===== config.mk =====
export PLATFORM = sky130hd
export DESIGN_NAME = mois_supervisor
export DESIGN_NICKNAME = d
export VERILOG_FILES = /design/src/inc/mois_pkg.sv /design/src/inc/mois_din_if.sv /design/src/mois_din_filter.sv /design/src/mois_supervisor.sv
export SDC_FILE = /design/constraint.sdc
export NUM_CORES = 1
export LEC_CHECK = 0
export CAP_MARGIN = 15
export CORE_MARGIN = 3
export CORE_UTILIZATION = 55
export CTS_BUF_LIST = sky130_fd_sc_hd__clkbuf_4 sky130_fd_sc_hd__clkbuf_8
export DETAILED_ROUTE_END_ITERATION = 16
export DONT_BUFFER_PORTS = 1
export PLACE_DENSITY = 0.71
export SLEW_MARGIN = 15
export SYNTH_ARGS = -nofsm -noshare
export SYNTH_HDL_FRONTEND = slang
export SYNTH_SLANG_ARGS = --single-unit
export TNS_END_PERCENT = 10

===== constraint.sdc =====
create_clock -name clock -period 17.47 [get_ports clock]
set_input_delay 3.494 -clock clock [delete_from_list [all_inputs] [get_ports clock]]
set_output_delay 3.494 -clock clock [all_outputs]
set_load 0.05 [all_outputs]

===== src/inc/mois_pkg.sv =====
`default_nettype none
package mois_pkg;
  // ----------------------------------------------------------------
  // Timing
  // ----------------------------------------------------------------
  localparam int CLK_HZ = 10_000_000;
  localparam int TICK_MS = 100;
  localparam int TICK_CYCLES_DEF = CLK_HZ / 1000 * TICK_MS;
  localparam int TICK_W = 24;
  localparam int DEB_MS = 10;
  localparam int DEB_CYCLES_DEF = CLK_HZ / 1000 * DEB_MS;
  localparam int DEB_W = 20;
  // ----------------------------------------------------------------
  // Sizes and thermal format
  // ----------------------------------------------------------------
  localparam int NUM_DIN = 8;
  localparam int NUM_RLY = 6;
  localparam int CFG_W = 5;
  localparam int PCT_W = 7;
  localparam int FRAC_W = 16;
  localparam int CONT_W = PCT_W + FRAC_W;
  localparam int DIV_W = 17;
  localparam int HIST_N = 4;
  localparam int DLY_W = 10;
  localparam int COOL_W = 14;
  // ----------------------------------------------------------------
  // Values and limits
  // ----------------------------------------------------------------
  localparam logic [PCT_W-1:0] PCT_FULL = 7'h64;
  localparam logic [PCT_W-1:0] PCT_COLD = 7'h00;
  localparam logic [PCT_W-1:0] ALARM_DEF = 7'h5a;
  localparam logic [PCT_W-1:0] LOCK_DEF = 7'h0f;
  localparam logic [COOL_W-1:0] COOL_DEF = 14'h012c;
  localparam logic [COOL_W-1:0] COOL_MIN = 14'h000a;
  localparam logic [COOL_W-1:0] COOL_MAX = 14'h270f;
  localparam int SEC_PER_MIN = 60;
  localparam int DECAY_TCONST = 5;
  localparam int TAU_PER_COOL = SEC_PER_MIN / DECAY_TCONST;
  localparam int SAFETY_NUM = 5;
  localparam int SAFETY_SHIFT = 2;
  localparam logic [DLY_W-1:0] FDELAY_DEF = 10'h001;
  localparam logic [DLY_W-1:0] FDELAY_MIN = 10'h001;
  localparam logic [DLY_W-1:0] FDELAY_MAX = 10'h384;
  // ----------------------------------------------------------------
  // Input and relay functions
  // ----------------------------------------------------------------
  typedef enum logic [CFG_W-1:0] {
    DI_OFF = 5'h00, DI_STOP = 5'h01, DI_FAULT_HI = 5'h02,
    DI_FAULT_LO = 5'h03, DI_FAULT_RESET = 5'h04, DI_DISCONNECT = 5'h05,
    DI_INLINE_FB = 5'h06, DI_BYPASS_FB = 5'h07,
    DI_EMERG_CLEAR = 5'h08, DI_SRC_SELECT = 5'h09, DI_HEAT_DIS = 5'h0a,
    DI_HEAT_EN = 5'h0b, DI_RAMP2 = 5'h0c, DI_SLOW_FWD = 5'h0d,
    DI_SLOW_REV = 5'h0e, DI_BRAKE_DIS = 5'h0f, DI_BRAKE_EN = 5'h10,
    DI_ZS_OPEN = 5'h11, DI_ZS_CLOSED = 5'h12
  } mois_din_fn_t;
  typedef enum logic [CFG_W-1:0] {
    RF_OFF = 5'h00, RF_FAULT_RELAY_FAILSAFE = 5'h01, RF_FAULT_DIRECT = 5'h02,
    RF_RUNNING = 5'h03, RF_FULL_SPEED = 5'h04, RF_ALARM = 5'h05,
    RF_READY = 5'h06, RF_LOCKED = 5'h07, RF_OVERCURR = 5'h08,
    RF_UNDERCURR = 5'h09, RF_OL_WARN = 5'h0a, RF_TRIP_FS = 5'h0b,
    RF_TRIP_DIRECT = 5'h0c, RF_GROUND = 5'h0d, RF_SAVER = 5'h0e,
    RF_HEATING = 5'h0f, RF_SLOW = 5'h10, RF_SLOW_FWD = 5'h11,
    RF_SLOW_REV = 5'h12, RF_BRAKING = 5'h13, RF_FAN = 5'h14,
    RF_RIDE_THRU = 5'h15, RF_TACH_LOSS = 5'h16
  } mois_rly_fn_t;
  localparam logic [CFG_W-1:0] DIN1_CFG_DEF = 5'h01;
  localparam logic [CFG_W-1:0] DIN_CFG_DEF = 5'h00;
  localparam logic [CFG_W-1:0] RLY1_CFG_DEF = 5'h01;
  localparam logic [CFG_W-1:0] RLY_CFG_DEF = 5'h00;
  // ----------------------------------------------------------------
  // Cooling sequencer states
  // ----------------------------------------------------------------
  typedef enum logic [2:0] {
    CS_IDLE = 3'b001, CS_DIVIDE = 3'b010, CS_APPLY = 3'b100
  } mois_cool_st_t;
endpackage : mois_pkg
`default_nettype wire


===== src/inc/mois_din_if.sv =====
`default_nettype none
interface mois_din_if;
  logic [7:0] raw;
  logic [7:0] clean;
  modport filter (input raw, output clean);
  modport user (output raw, input clean);
endinterface : mois_din_if
`default_nettype wire


===== src/mois_din_filter.sv =====
`default_nettype none
module mois_din_filter
  import mois_pkg::*;
#(
  parameter int DEB_CYCLES = DEB_CYCLES_DEF
) (
  input wire logic clock, // System clock.
  input wire logic rst_b, // Synchronous reset, active low.
  mois_din_if.filter din // Raw field inputs in, clean levels out.
);
  typedef struct packed {
    logic [NUM_DIN-1:0] sync1;
    logic [NUM_DIN-1:0] sync2;
    logic [NUM_DIN-1:0] stable;
    logic [NUM_DIN-1:0][DEB_W-1:0] cnt;
  } mois_deb_state_t;

  mois_deb_state_t s;
  mois_deb_state_t next_s;

  // A level is accepted only after it has held for the whole window,
  // so contact bounce never reaches the function decoding.
  always_comb begin
    next_s = s;
    next_s.sync1 = din.raw;
    next_s.sync2 = s.sync1;
    for (int i = 0; i < NUM_DIN; i++) begin
      if (s.sync2[i] == s.stable[i]) begin
        next_s.cnt[i] = '0;
      end else if (s.cnt[i] == DEB_W'(DEB_CYCLES - 1)) begin
        next_s.cnt[i] = '0;
        next_s.stable[i] = s.sync2[i];
      end else begin
        next_s.cnt[i] = s.cnt[i] + DEB_W'(1);
      end
    end
  end

  always_ff @(posedge clock) begin
    if (!rst_b) begin
      s <= '0;
    end else begin
      s <= next_s;
    end
  end

  assign din.clean = s.stable;
endmodule : mois_din_filter
`default_nettype wire


===== src/mois_supervisor.sv =====
`default_nettype none
module mois_supervisor
  import mois_pkg::*;
#(
  parameter int TICK_CYCLES = TICK_CYCLES_DEF,
  parameter int DEB_CYCLES = DEB_CYCLES_DEF
) (
  input wire logic clock, // System clock, 10 MHz.
  input wire logic rst_b, // Synchronous reset, active low.
  input wire logic [NUM_DIN-1:0] din_raw, // Field input pins.
  input wire logic [NUM_DIN-1:0][CFG_W-1:0] din_cfg, // Input functions.
  input wire logic [DLY_W-1:0] fault_delay, // Fault delay, 0.1 s.
  input wire logic [COOL_W-1:0] cool_time, // Cooling time, 0.1 min.
  input wire logic [PCT_W-1:0] alarm_level, // Warning percent.
  input wire logic [PCT_W-1:0] thermal_lockout_level, // Fixed release.
  input wire logic learned_lockout_mode, // Learned release level.
  input wire logic [PCT_W-1:0] run_content, // Content while running.
  input wire logic overload_trip, // Thermal trip event.
  input wire logic motor_running, // Motor is running.
  input wire logic start_accept, // Start command taken, pulse.
  input wire logic at_full_speed, // Motor up to speed.
  input wire logic faulted, // Starter fault from elsewhere.
  input wire logic trip_coil_fault, // Shunt trip fault.
  input wire logic alarm_any, // Any alarm present.
  input wire logic ready, // Ready for start.
  input wire logic overcurrent, // Overcurrent alarm.
  input wire logic undercurrent, // Undercurrent alarm.
  input wire logic ground_fault, // Ground fault trip.
  input wire logic energy_saving, // Energy saver mode.
  input wire logic heating, // Heating pulses applied.
  input wire logic slow_speed, // Slow speed mode.
  input wire logic slow_fwd_active, // Slow speed forward.
  input wire logic slow_rev_active, // Slow speed reverse.
  input wire logic braking, // DC brake applied.
  input wire logic fan_on, // Heatsink fan demand.
  input wire logic ride_through, // Power outage ride-through.
  input wire logic tach_loss, // Tachometer loss fault.
  input wire logic [NUM_RLY-1:0][CFG_W-1:0] rly_cfg, // Relay functions.
  input wire logic [NUM_RLY-1:0] serial_relay, // Serial relay commands.
  output logic [NUM_RLY-1:0] relay, // Relay coils, high energised.
  output logic [PCT_W-1:0] overload_pct, // Content percent.
  output logic overload_warning, // Content at alarm level.
  output logic locked_out, // Restart blocked.
  output logic [PCT_W-1:0] release_level, // Active release percent.
  output logic starts_learned, // Four starts recorded.
  output logic input_fault, // Digital input fault latched.
  output logic stop_cmd, // Three-wire stop requested.
  output logic fault_reset_cmd, // Fault reset requested.
  output logic remote_select, // High remote, low local.
  output logic heat_disable, // Heating disabled.
  output logic heat_enable, // Heating enabled.
  output logic ramp2_select, // Second ramp selected.
  output logic slow_fwd_cmd, // Slow speed forward request.
  output logic slow_rev_cmd, // Slow speed reverse request.
  output logic brake_disable, // DC brake disabled.
  output logic brake_enable, // DC brake enabled.
  output logic disconnect_closed, // Disconnect monitor.
  output logic inline_feedback, // Inline contactor feedback.
  output logic bypass_feedback, // Bypass contactor feedback.
  output logic zero_speed // Zero speed from switch.
);
  // ----------------------------------------------------------------
  // State
  // ----------------------------------------------------------------
  typedef struct packed {
    logic [CONT_W-1:0] content;
    mois_cool_st_t cst;
    logic [CONT_W-1:0] quo;
    logic [DIV_W:0] rem;
    logic [4:0] bitn;
    logic [TICK_W-1:0] tick_cnt;
    logic locked;
    logic start_pend;
    logic [PCT_W-1:0] start_pct;
    logic [HIST_N-1:0][PCT_W-1:0] hist;
    logic [2:0] hist_n;
    logic speed_d;
    logic run_d;
    logic [NUM_DIN-1:0][DLY_W-1:0] fcnt;
    logic in_fault;
    logic warn;
    logic [NUM_RLY-1:0] relay;
    logic [14:0] cmd;
  } mois_sup_state_t;

  mois_sup_state_t s;
  mois_sup_state_t next_s;
  mois_din_if din ();
  logic [NUM_DIN-1:0] clean;

  // ----------------------------------------------------------------
  // Input conditioning
  // ----------------------------------------------------------------
  assign din.raw = din_raw;
  assign clean = din.clean;

  mois_din_filter #(
    .DEB_CYCLES(DEB_CYCLES)
  ) u_filter (
    .clock(clock),
    .rst_b(rst_b),
    .din(din)
  );

  // ----------------------------------------------------------------
  // Next state
  // ----------------------------------------------------------------
  logic tick;
  logic [PCT_W-1:0] pct;
  logic [PCT_W-1:0] pct_run;
  logic [COOL_W-1:0] cool_c;
  logic [DIV_W-1:0] divisor;
  logic [DIV_W:0] rem_sh;
  logic [9:0] hsum;
  logic [PCT_W-1:0] avg;
  logic [9:0] scaled;
  logic [PCT_W-1:0] rel;
  logic [PCT_W-1:0] used;
  logic [DLY_W-1:0] dly;
  logic [14:0] fn;
  logic stop_open;
  logic zs;
  logic fault_cond;
  logic emerg;
  logic fault_set;
  logic flt;
  mois_din_fn_t dfn;
  mois_rly_fn_t rfn;

  // Decay, lockout, start learning, input and relay mapping.
  always_comb begin
    next_s = s;
    tick = (s.tick_cnt == TICK_W'(TICK_CYCLES - 1));
    next_s.tick_cnt = tick ? '0 : s.tick_cnt + TICK_W'(1);
    pct = s.content[CONT_W-1:FRAC_W];
    pct_run = (run_content > PCT_FULL) ? PCT_FULL : run_content;
    // Out-of-range settings are clamped, so the divisor never is zero.
    cool_c = cool_time;
    if (cool_c < COOL_MIN) begin
      cool_c = COOL_MIN;
    end else if (cool_c > COOL_MAX) begin
      cool_c = COOL_MAX;
    end
    // Tau in ticks: tenths of a minute times 60, over 5.
    divisor = DIV_W'(cool_c) * DIV_W'(TAU_PER_COOL);
    rem_sh = {s.rem[DIV_W-1:0], s.quo[CONT_W-1]};

    // Learned release: 100 minus integer average times 1.25.
    hsum = '0;
    for (int k = 0; k < HIST_N; k++) begin
      hsum = hsum + 10'(s.hist[k]);
    end
    avg = PCT_W'(hsum >> 2);
    scaled = 10'((10'(avg) * 10'(SAFETY_NUM)) >> SAFETY_SHIFT);
    if (learned_lockout_mode && s.hist_n == 3'(HIST_N)) begin
      rel = (scaled >= 10'(PCT_FULL)) ? PCT_COLD
          : PCT_W'(10'(PCT_FULL) - scaled);
    end else begin
      rel = thermal_lockout_level;
    end

    // Input functions, ORed where several inputs share one.
    fn = '0;
    stop_open = 1'b0;
    zs = 1'b0;
    fault_set = 1'b0;
    dly = (fault_delay < FDELAY_MIN) ? FDELAY_MIN : fault_delay;
    dly = (dly > FDELAY_MAX) ? FDELAY_MAX : dly;
    for (int i = 0; i < NUM_DIN; i++) begin
      dfn = mois_din_fn_t'(din_cfg[i]);
      fault_cond = 1'b0;
      case (dfn)
        DI_STOP: stop_open = stop_open | ~clean[i];
        DI_FAULT_HI: fault_cond = clean[i];
        DI_FAULT_LO: fault_cond = ~clean[i];
        DI_FAULT_RESET: fn[0] = fn[0] | clean[i];
        DI_EMERG_CLEAR: fn[1] = fn[1] | clean[i];
        DI_SRC_SELECT: fn[2] = fn[2] | clean[i];
        DI_HEAT_DIS: fn[3] = fn[3] | clean[i];
        DI_HEAT_EN: fn[4] = fn[4] | clean[i];
        DI_RAMP2: fn[5] = fn[5] | clean[i];
        DI_SLOW_FWD: fn[6] = fn[6] | clean[i];
        DI_SLOW_REV: fn[7] = fn[7] | clean[i];
        DI_BRAKE_DIS: fn[8] = fn[8] | clean[i];
        DI_BRAKE_EN: fn[9] = fn[9] | clean[i];
        DI_DISCONNECT: fn[10] = fn[10] | clean[i];
        DI_INLINE_FB: fn[11] = fn[11] | clean[i];
        DI_BYPASS_FB: fn[12] = fn[12] | clean[i];
        DI_ZS_OPEN: zs = zs | ~clean[i];
        DI_ZS_CLOSED: zs = zs | clean[i];
        default: fault_cond = 1'b0;
      endcase
      // The delay counts whole ticks of the condition, nothing else.
      if (!fault_cond) begin
        next_s.fcnt[i] = '0;
      end else if (s.fcnt[i] >= dly) begin
        fault_set = 1'b1;
      end else if (tick) begin
        next_s.fcnt[i] = s.fcnt[i] + DLY_W'(1);
      end
    end
    fn[13] = stop_open;
    fn[14] = zs;
    next_s.cmd = fn;
    // A new fault wins over a reset arriving in the same cycle.
    if (fault_set) begin
      next_s.in_fault = 1'b1;
    end else if (fn[0]) begin
      next_s.in_fault = 1'b0;
    end

    // Emergency clear acts only while the lockout is set, by a trip or by full content.
    emerg = fn[1] && s.locked;
    if (emerg) begin
      next_s.content = '0;
      next_s.cst = CS_IDLE;
    end else if (motor_running) begin
      next_s.content = {pct_run, FRAC_W'(0)};
      next_s.cst = CS_IDLE;
    end else begin
      // One serial division per tick gives content*dt/tau.
      case (s.cst)
        CS_IDLE: begin
          if (tick && s.content != '0) begin
            next_s.quo = s.content;
            next_s.rem = '0;
            next_s.bitn = 5'(CONT_W - 1);
            next_s.cst = CS_DIVIDE;
          end
        end
        CS_DIVIDE: begin
          if (rem_sh >= {1'b0, divisor}) begin
            next_s.rem = rem_sh - {1'b0, divisor};
            next_s.quo = {s.quo[CONT_W-2:0], 1'b1};
          end else begin
            next_s.rem = rem_sh;
            next_s.quo = {s.quo[CONT_W-2:0], 1'b0};
          end
          if (s.bitn == '0) begin
            next_s.cst = CS_APPLY;
          end else begin
            next_s.bitn = s.bitn - 5'(1);
          end
        end
        CS_APPLY: begin
          // A zero step still moves one count so the tail reaches 0.
          if (s.quo == '0) begin
            next_s.content = s.content - CONT_W'(1);
          end else begin
            next_s.content = s.content - s.quo;
          end
          next_s.cst = CS_IDLE;
        end
        default: next_s.cst = CS_IDLE;
      endcase
    end

    // Trip sets the lockout and wins over the release.
    if (overload_trip || pct >= PCT_FULL) begin
      next_s.locked = 1'b1;
    end else if (emerg || pct < rel) begin
      next_s.locked = 1'b0;
    end
    next_s.warn = (pct >= alarm_level);

    // Start learning: latch at start, record at full speed.
    next_s.speed_d = at_full_speed;
    next_s.run_d = motor_running;
    used = (pct > s.start_pct) ? pct - s.start_pct : PCT_COLD;
    if (start_accept) begin
      next_s.start_pend = 1'b1;
      next_s.start_pct = pct;
    end else if (s.start_pend && at_full_speed && !s.speed_d) begin
      next_s.start_pend = 1'b0;
      next_s.hist = {s.hist[HIST_N-2:0], used};
      if (s.hist_n != 3'(HIST_N)) begin
        next_s.hist_n = s.hist_n + 3'(1);
      end
    end else if (s.start_pend && s.run_d && !motor_running) begin
      next_s.start_pend = 1'b0;
    end

    // Relay mapping; faulted also covers a latched input fault.
    flt = faulted | s.in_fault;
    for (int r = 0; r < NUM_RLY; r++) begin
      rfn = mois_rly_fn_t'(rly_cfg[r]);
      case (rfn)
        RF_OFF: next_s.relay[r] = serial_relay[r];
        RF_FAULT_RELAY_FAILSAFE: next_s.relay[r] = ~flt;
        RF_FAULT_DIRECT: next_s.relay[r] = flt;
        RF_TRIP_FS: next_s.relay[r] = ~trip_coil_fault;
        RF_TRIP_DIRECT: next_s.relay[r] = trip_coil_fault;
        RF_RUNNING: next_s.relay[r] = motor_running;
        RF_FULL_SPEED: next_s.relay[r] = at_full_speed;
        RF_ALARM: next_s.relay[r] = alarm_any;
        RF_READY: next_s.relay[r] = ready;
        RF_LOCKED: next_s.relay[r] = s.locked;
        RF_OVERCURR: next_s.relay[r] = overcurrent;
        RF_UNDERCURR: next_s.relay[r] = undercurrent;
        RF_OL_WARN: next_s.relay[r] = s.warn;
        RF_GROUND: next_s.relay[r] = ground_fault;
        RF_SAVER: next_s.relay[r] = energy_saving;
        RF_HEATING: next_s.relay[r] = heating;
        RF_SLOW: next_s.relay[r] = slow_speed;
        RF_SLOW_FWD: next_s.relay[r] = slow_fwd_active;
        RF_SLOW_REV: next_s.relay[r] = slow_rev_active;
        RF_BRAKING: next_s.relay[r] = braking;
        RF_FAN: next_s.relay[r] = fan_on;
        RF_RIDE_THRU: next_s.relay[r] = ride_through;
        RF_TACH_LOSS: next_s.relay[r] = tach_loss;
        default: next_s.relay[r] = 1'b0;
      endcase
    end
  end

  // ----------------------------------------------------------------
  // Registers
  // ----------------------------------------------------------------
  // Reset starts cold and idle; relays open until the first mapping.
  always_ff @(posedge clock) begin
    if (!rst_b) begin
      s <= '0;
      s.cst <= CS_IDLE;
    end else begin
      s <= next_s;
    end
  end

  // ----------------------------------------------------------------
  // Outputs
  // ----------------------------------------------------------------
  assign relay = s.relay;
  assign overload_pct = s.content[CONT_W-1:FRAC_W];
  assign overload_warning = s.warn;
  assign locked_out = s.locked;
  assign release_level = rel;
  assign starts_learned = (s.hist_n == 3'(HIST_N));
  assign input_fault = s.in_fault;
  assign fault_reset_cmd = s.cmd[0];
  assign remote_select = s.cmd[2];
  assign heat_disable = s.cmd[3];
  assign heat_enable = s.cmd[4];
  assign ramp2_select = s.cmd[5];
  assign slow_fwd_cmd = s.cmd[6];
  assign slow_rev_cmd = s.cmd[7];
  assign brake_disable = s.cmd[8];
  assign brake_enable = s.cmd[9];
  assign disconnect_closed = s.cmd[10];
  assign inline_feedback = s.cmd[11];
  assign bypass_feedback = s.cmd[12];
  assign stop_cmd = s.cmd[13];
  assign zero_speed = s.cmd[14];
endmodule : mois_supervisor
`default_nettype wire


==> flow_summary.ini, run 1 <==
[placement]
place.port_buffers = 0
place_congestion = 0.9833
post-place-cells = 3766
placed_area_sq_um = 26510
hpwl_microns = 50720

[clock_network]
post_cts_buffers = 0
cts_max_level = 3
cts.path.max_buffers = 3
cts_tree = built
cts.sinks = 423
cts_made_buffers = 74
cts_resized = 0
clkTransAtPathRegs_ns = 0.06
holdBufCountCts = 0
cts_root_buf = clkbuf_8
worstSkewPairLatency_ns = 0.66

[setup_path]
crit_type = flop to output port
cpPeakStageDelay_ns = 0.76
crit_top_cell = fa_1
worstPathRequired_ns = 13.98
critical_path.cell_chain = inv_1, fa_1, fa_1, nor2_1, nand2_1, fa_1, nor2_1, o21ai_0, nand2b_1, xor2_1, ha_1, ha_1, fa_1, xnor2_1, nand2b_1, o21ai_1, o21ai_0, a211oi_2, inv_1, o21ai_1
worst-endpoint-arrival_ns = 6.41
crit_buf_inv = 2
end_kind = output port
critPathLaunchType = flop
slowest_stage = o21ai_1
crit_fanout = 7
cp_top_family = adder cells

[pwr]
p_per_area_nw_per_um2 = 77.83
ir_drop_mv = 0.04567
p_leak_nw = 10.60
power_mw = 2.194

[grt]
grt_pass1_wl_microns = 110300
grt_pass1_vias = 22030
grt_use_met1_pct = 34.73
grt_util_met2_pct = 42.68
overflow = 0
antenna_found_initial = 0
grt_max_degree = 57
grt_use_total_pct = 26.60
busiest_layer = met2
use_met3_pct = 7.009

[floorplan]
start_util_pct = 56.02
die_x_microns = 224.4
core_area_sq_um = 46850
die_area_sq_um = 50380
io_pins = 190
rows = 79
fp.dieH_microns = 224.4

[route]
vias_per_cell = 5.976
dr.pass1.iters = 6
wire_per_inst_microns = 17.66
drcViolationCount = 0
wl_microns = 68810
ant_nets = 0
drtIter0Drc = 1734
vias = 23290

[finish]
layout_commonest_cell = nor2_1
stdcell_count = 3897
final_core_util_pct = 60.17
n_antenna_cell = 0
area_delta_synth_final_pct = 7.413
stdcell_area_sq_um = 28190
layout_common_cells = nor2_1, dfxtp_1, nand2_1
drive_above_1_share_pct = 6.383
filler_cell_count = 4146
nets = 3593

[timing]
tightest_slew_ns = 1.154
finalCritPeriodShare_pct = 56.72
max_freq_mhz = 100.9
max_slew_margin_pct = 22.53
drv_slew = 0
hold_violations = 0
finalSetupTns_ns = 0
finalClockSkew_ns = 0.03803
rsz0062_at_grt = no
post-route-min-period_ns = 9.909
setup_viol = 0

[synthesis]
yosys.cell_types.count = 92
yosysSeqAreaShare_pct = 32.27
synth_edf_count = 0
synth-xor-area-share_pct = 9.277
synthCells = 3281
ys.flop_type = dfxtp_1
synth-seq-cells = 423
yosys_warnings = 0
muxShareOfSynthArea_pct = 2.956
synthAdderAreaFrac_pct = 10.36
syn_avg_cell_area_sq_um = 7.999
synthesis.nets = 3639
synthArstFlopShare_pct = 0
synth_top_family_by_area = simple AND/OR/NAND/NOR gates
synth_compound_area_share_pct = 13.87
synthSimpleGateAreaFrac_pct = 26.88
synth_area_sq_um = 26250

[flow_run]
maxCapViolations = 0

[min_path]
min_path_type = flop to flop

[run_status]
status = finished clean
[where the power goes]
| group | switching, mW | leakage, nW | internal, mW |
|---|---|---|---|
| Combinational | 0.100 | 6.30 | 0.0748 |
| Sequential | 0.0152 | 3.41 | 0.972 |
| Clock | 0.428 | 0.885 | 0.604 |
| Total | 0.544 | 10.6 | 1.65 |
[flip-flops by register name, summed over array words and instances, names as in the netlist]
signal,count
zero_speed,1
ramp2_select,1
relay,6
heat_disable,1
locked_out,1
inline_feedback,1
slow_fwd_cmd,1
overload_pct,7
rem_sh,18
brake_disable,1
disconnect_closed,1
u_filter.next_s,8
overload_warning,1
u_filter.s,168
u_filter.din.clean,8
heat_enable,1
slow_rev_cmd,1
bypass_feedback,1
brake_enable,1
fault_reset_cmd,1
stop_cmd,1
s,191
input_fault,1
remote_select,1
[cells in the mapped netlist, types with 27 or more instances]
cell      count  area (sq um)
nand3_1     164         820.8
or3_1        33         206.5
inv_1       155         581.8
a22oi_1      27         202.7
o22ai_1      32         200.2
nor2_1      449          1685
xnor2_1     108         945.9
nand2_1     352          1321
o21ai_0     102         510.5
a21oi_1     170         850.8
a21o_1       36         270.3
ha_1        187          2340
nor2b_1      29         181.4
nand4_1      69         431.7
and2_1       49         306.5
nand2b_1     44         275.3
mux2i_1      46         460.4
clkbuf_1     95         356.6
nor3_1       71         355.3
xor2_1      170          1489
nor4_1       45         281.5
and3_1       53         331.6
dfxtp_1     423          8468
[layout make-up]
cell class / count / area (sq um) / area share (%)
well taps: 607 / 759.5 / 2.694
repair buffers: 7 / 52.55 / 0.1864
clock buffers: 106 / 1340 / 4.753
multi-input cells: 2574 / 16640 / 59.04
flip-flops and latches: 423 / 8468 / 30.04
clock inverters: 25 / 342.8 / 1.216
inverters: 155 / 583.1 / 2.068
[cell families (layout without fill, tap and decap cells)]
| family | Yosys count | count (layout) |
|---|---|---|
| xor gates and xnor gates | 278 | 278 |
| muxes | 69 | 69 |
| and+or+nand+nor | 1457 | 1457 |
| adders and majority gates | 206 | 206 |
| buffers and inverters | 284 | 293 |
| DFF | 423 | 423 |
| AOI/OAI and AO/OA | 564 | 564 |
[final timing paths]
check | from | end | slack, ns | cells after the start
worst max-delay path | s[109] | release_level[0] | 7.56 | 20
worst min-delay path | u_filter.next_s[171] | u_filter.s[171] | 0.45 | 1
worst max register to register | s[109] | locked_out | 10.94 | 25
worst min register to register | u_filter.next_s[171] | u_filter.s[171] | 0.45 | 1
[worst reg2reg max path, stage by stage (launching register included)]
cell and delay, ns:
dfxtp_1 0.38, inv_1 0.08, fa_1 0.57, fa_1 0.42, nor2_1 0.16, nand2_1 0.09
fa_1 0.39, nor2_1 0.12, o21ai_0 0.08, nand2b_1 0.11, xor2_1 0.24, ha_1 0.28
ha_1 0.23, fa_1 0.41, xnor2_1 0.41, nand2b_1 0.12, o21ai_1 0.18, o21ai_0 0.13
a211oi_2 0.48, inv_1 0.12, o21a_1 0.23, ha_1 0.29, a21o_1 0.18, a211oi_1 0.29
nor4b_1 0.32, o31ai_1 0.10
[metrics by stage]
stage                     worst slack, ns  hold slack [ns]
after floorplan                     8.464           0.4119
final                               7.561           0.4508
after global placement              8.511           0.4272
after global routing                7.169           0.4753
after CTS                           7.550           0.4494
after detailed placement            8.280           0.4271
[metal layers]
metal | share of wire [%] | up-vias
li1 | - | 11430
met1 | 44 | 10970
met2 | 45 | 739
met3 | 7.9 | 153
met4 | 3.1 | 0
met5 | 0 | -
Note: power is estimated with default switching activity, not from simulation.
==> run 2, diff against run 1 <==
Settings changed: PLACE_DENSITY 0.71 to 0.74.
Clock period 17.47 ns to 9 ns, I/O delays scaled along.
==> run 2 against run 1 <==
Cell count is essentially flat. Final area shrank 0.45%. Sequential share of layout area grew 0.14 points. Via count grew 0.40%. Critical endpoint unchanged.
==> flow_summary.ini, run 2 (synthesis gave the netlist of run 1 again) <==
[run_status]
status = finished clean

[placement]
pre_cts_ws_ns = 1.534
place.port_buffers = 0
hpwl_microns = 50460
place_congestion = 0.9662

[timing]
finalSetupTns_ns = 0
finalClockSkew_ns = 0.02233
drv_slew = 0
max_freq_mhz = 121.6
hold_violations = 0
fin_hold_ws_ns = 0.4416
setup_viol = 0
post-route-min-period_ns = 8.224
tightest_slew_ns = 1.073
max_slew_margin_pct = 28.28
rsz0062_at_grt = no
finalCritPeriodShare_pct = 91.37
setup_slack_ns = 0.7765

[clock_network]
cts.sinks = 423
cts_root_buf = clkbuf_8
worstSkewPairLatency_ns = 0.67
cts_resized = 0
cts.path.max_buffers = 3
cts_max_level = 3
holdBufCountCts = 0
clkTransAtPathRegs_ns = 0.06
cts_made_buffers = 73
post_cts_buffers = 0
cts_tree = built

[grt]
grt_pass1_wl_microns = 110800
use_met3_pct = 7.087
grt_use_total_pct = 26.49
overflow = 0
grt_max_degree = 75
busiest_layer = met2
grt_use_met1_pct = 34.59
grt_pass1_vias = 22410
antenna_found_initial = 1
grt_util_met2_pct = 42.61

[route]
wire_per_inst_microns = 17.58
dr.pass1.iters = 8
ant_nets = 0
vias_per_cell = 6.003
wl_microns = 68460
drcViolationCount = 0
drtIter0Drc = 2231
vias = 23380

[setup_path]
cp_top_family = adder cells
crit_fanout = 7
slowest_stage = o21ai_1
end_kind = output port
crit_type = flop to output port
crit_buf_inv = 2
worst-endpoint-arrival_ns = 6.42
cpPeakStageDelay_ns = 0.76
crit_top_cell = fa_1
worstPathRequired_ns = 7.20
critical_path.cell_chain = inv_1, fa_1, fa_1, nor2_1, nand2_1, fa_1, nor2_1, o21ai_0, nand2b_1, xor2_1, ha_1, ha_1, fa_1, xnor2_1, nand2b_1, o21ai_1, o21ai_0, a211oi_2, inv_1, o21ai_1
critPathLaunchType = flop

[finish]
layout_common_cells = nor2_1, dfxtp_1, nand2_1
largest_reg_flops = 191
area_delta_synth_final_pct = 6.927
nets = 3591
filler_cell_count = 4177
final_core_util_pct = 59.90
regMostFlops = s
drive_above_1_share_pct = 6.212
layout_commonest_cell = nor2_1

[pwr]
ir_drop_mv = 0.09314
power_mw = 4.110
p_leak_nw = 10.53
p_per_area_nw_per_um2 = 146.5

[min_path]
min_path_type = flop to flop

[floorplan]
fp.dieH_microns = 224.4
io_pins = 190
core_area_sq_um = 46850
die_x_microns = 224.4
start_util_pct = 56.02
die_area_sq_um = 50380
rows = 79

[flow_run]
maxCapViolations = 0
[run 2: cell count changes in the layout (fill, tap and decap cells not counted), sizes merged]
cell,change
diode,+4
bufinv,-5
inv,+1
clkinv,-3
clkbuf,+3
buf,-1
clkinvlp,-1
[run 2: layer usage]
layer  vias to the layer above  share of wire (%)
met5                         -                  0
met3                       183                8.2
met1                     10980                 44
met4                         0                3.2
met2                       799                 45
li1                      11420                  -
[run 2: final timing paths]
kind                        start               end  slack, ns  cells after the start
min reg2reg  u_filter.next_s[169]   u_filter.s[169]       0.44                      1
max                        s[109]  release_level[0]       0.78                     20
min          u_filter.next_s[169]   u_filter.s[169]       0.44                      1
max reg2reg                s[109]        locked_out       2.46                     25
[run 2: cell type report]
| class | count | area (sq um) | share of cell area (%) |
|---|---|---|---|
| multi-input cells | 2574 | 16640 | 59.31 |
| flip-flops and latches | 423 | 8468 | 30.18 |
| clock buffers | 109 | 1356 | 4.833 |
| well taps | 607 | 759.5 | 2.706 |
| inverters | 155 | 583.1 | 2.078 |
| clock inverters | 17 | 196.4 | 0.7000 |
| repair buffers | 6 | 45.04 | 0.1605 |
| diodes | 4 | 10.01 | 0.03567 |
[run 2: metrics by stage]
stage          instance area [sq um]  std cells
2_1_floorplan                  26250       3281
3_3_place_gp                   26500       3765
3_5_place_dp                   26500       3765
4_1_cts                        28050       3891
5_1_grt                        28060       3893
6_report                       28060       3895
[run 2: report_power, final]
part	internal, mW	switching [mW]	leakage (nW)
clock	1.04	0.819	0.825
combinational	0.145	0.193	6.29
sequential	1.89	0.0309	3.41
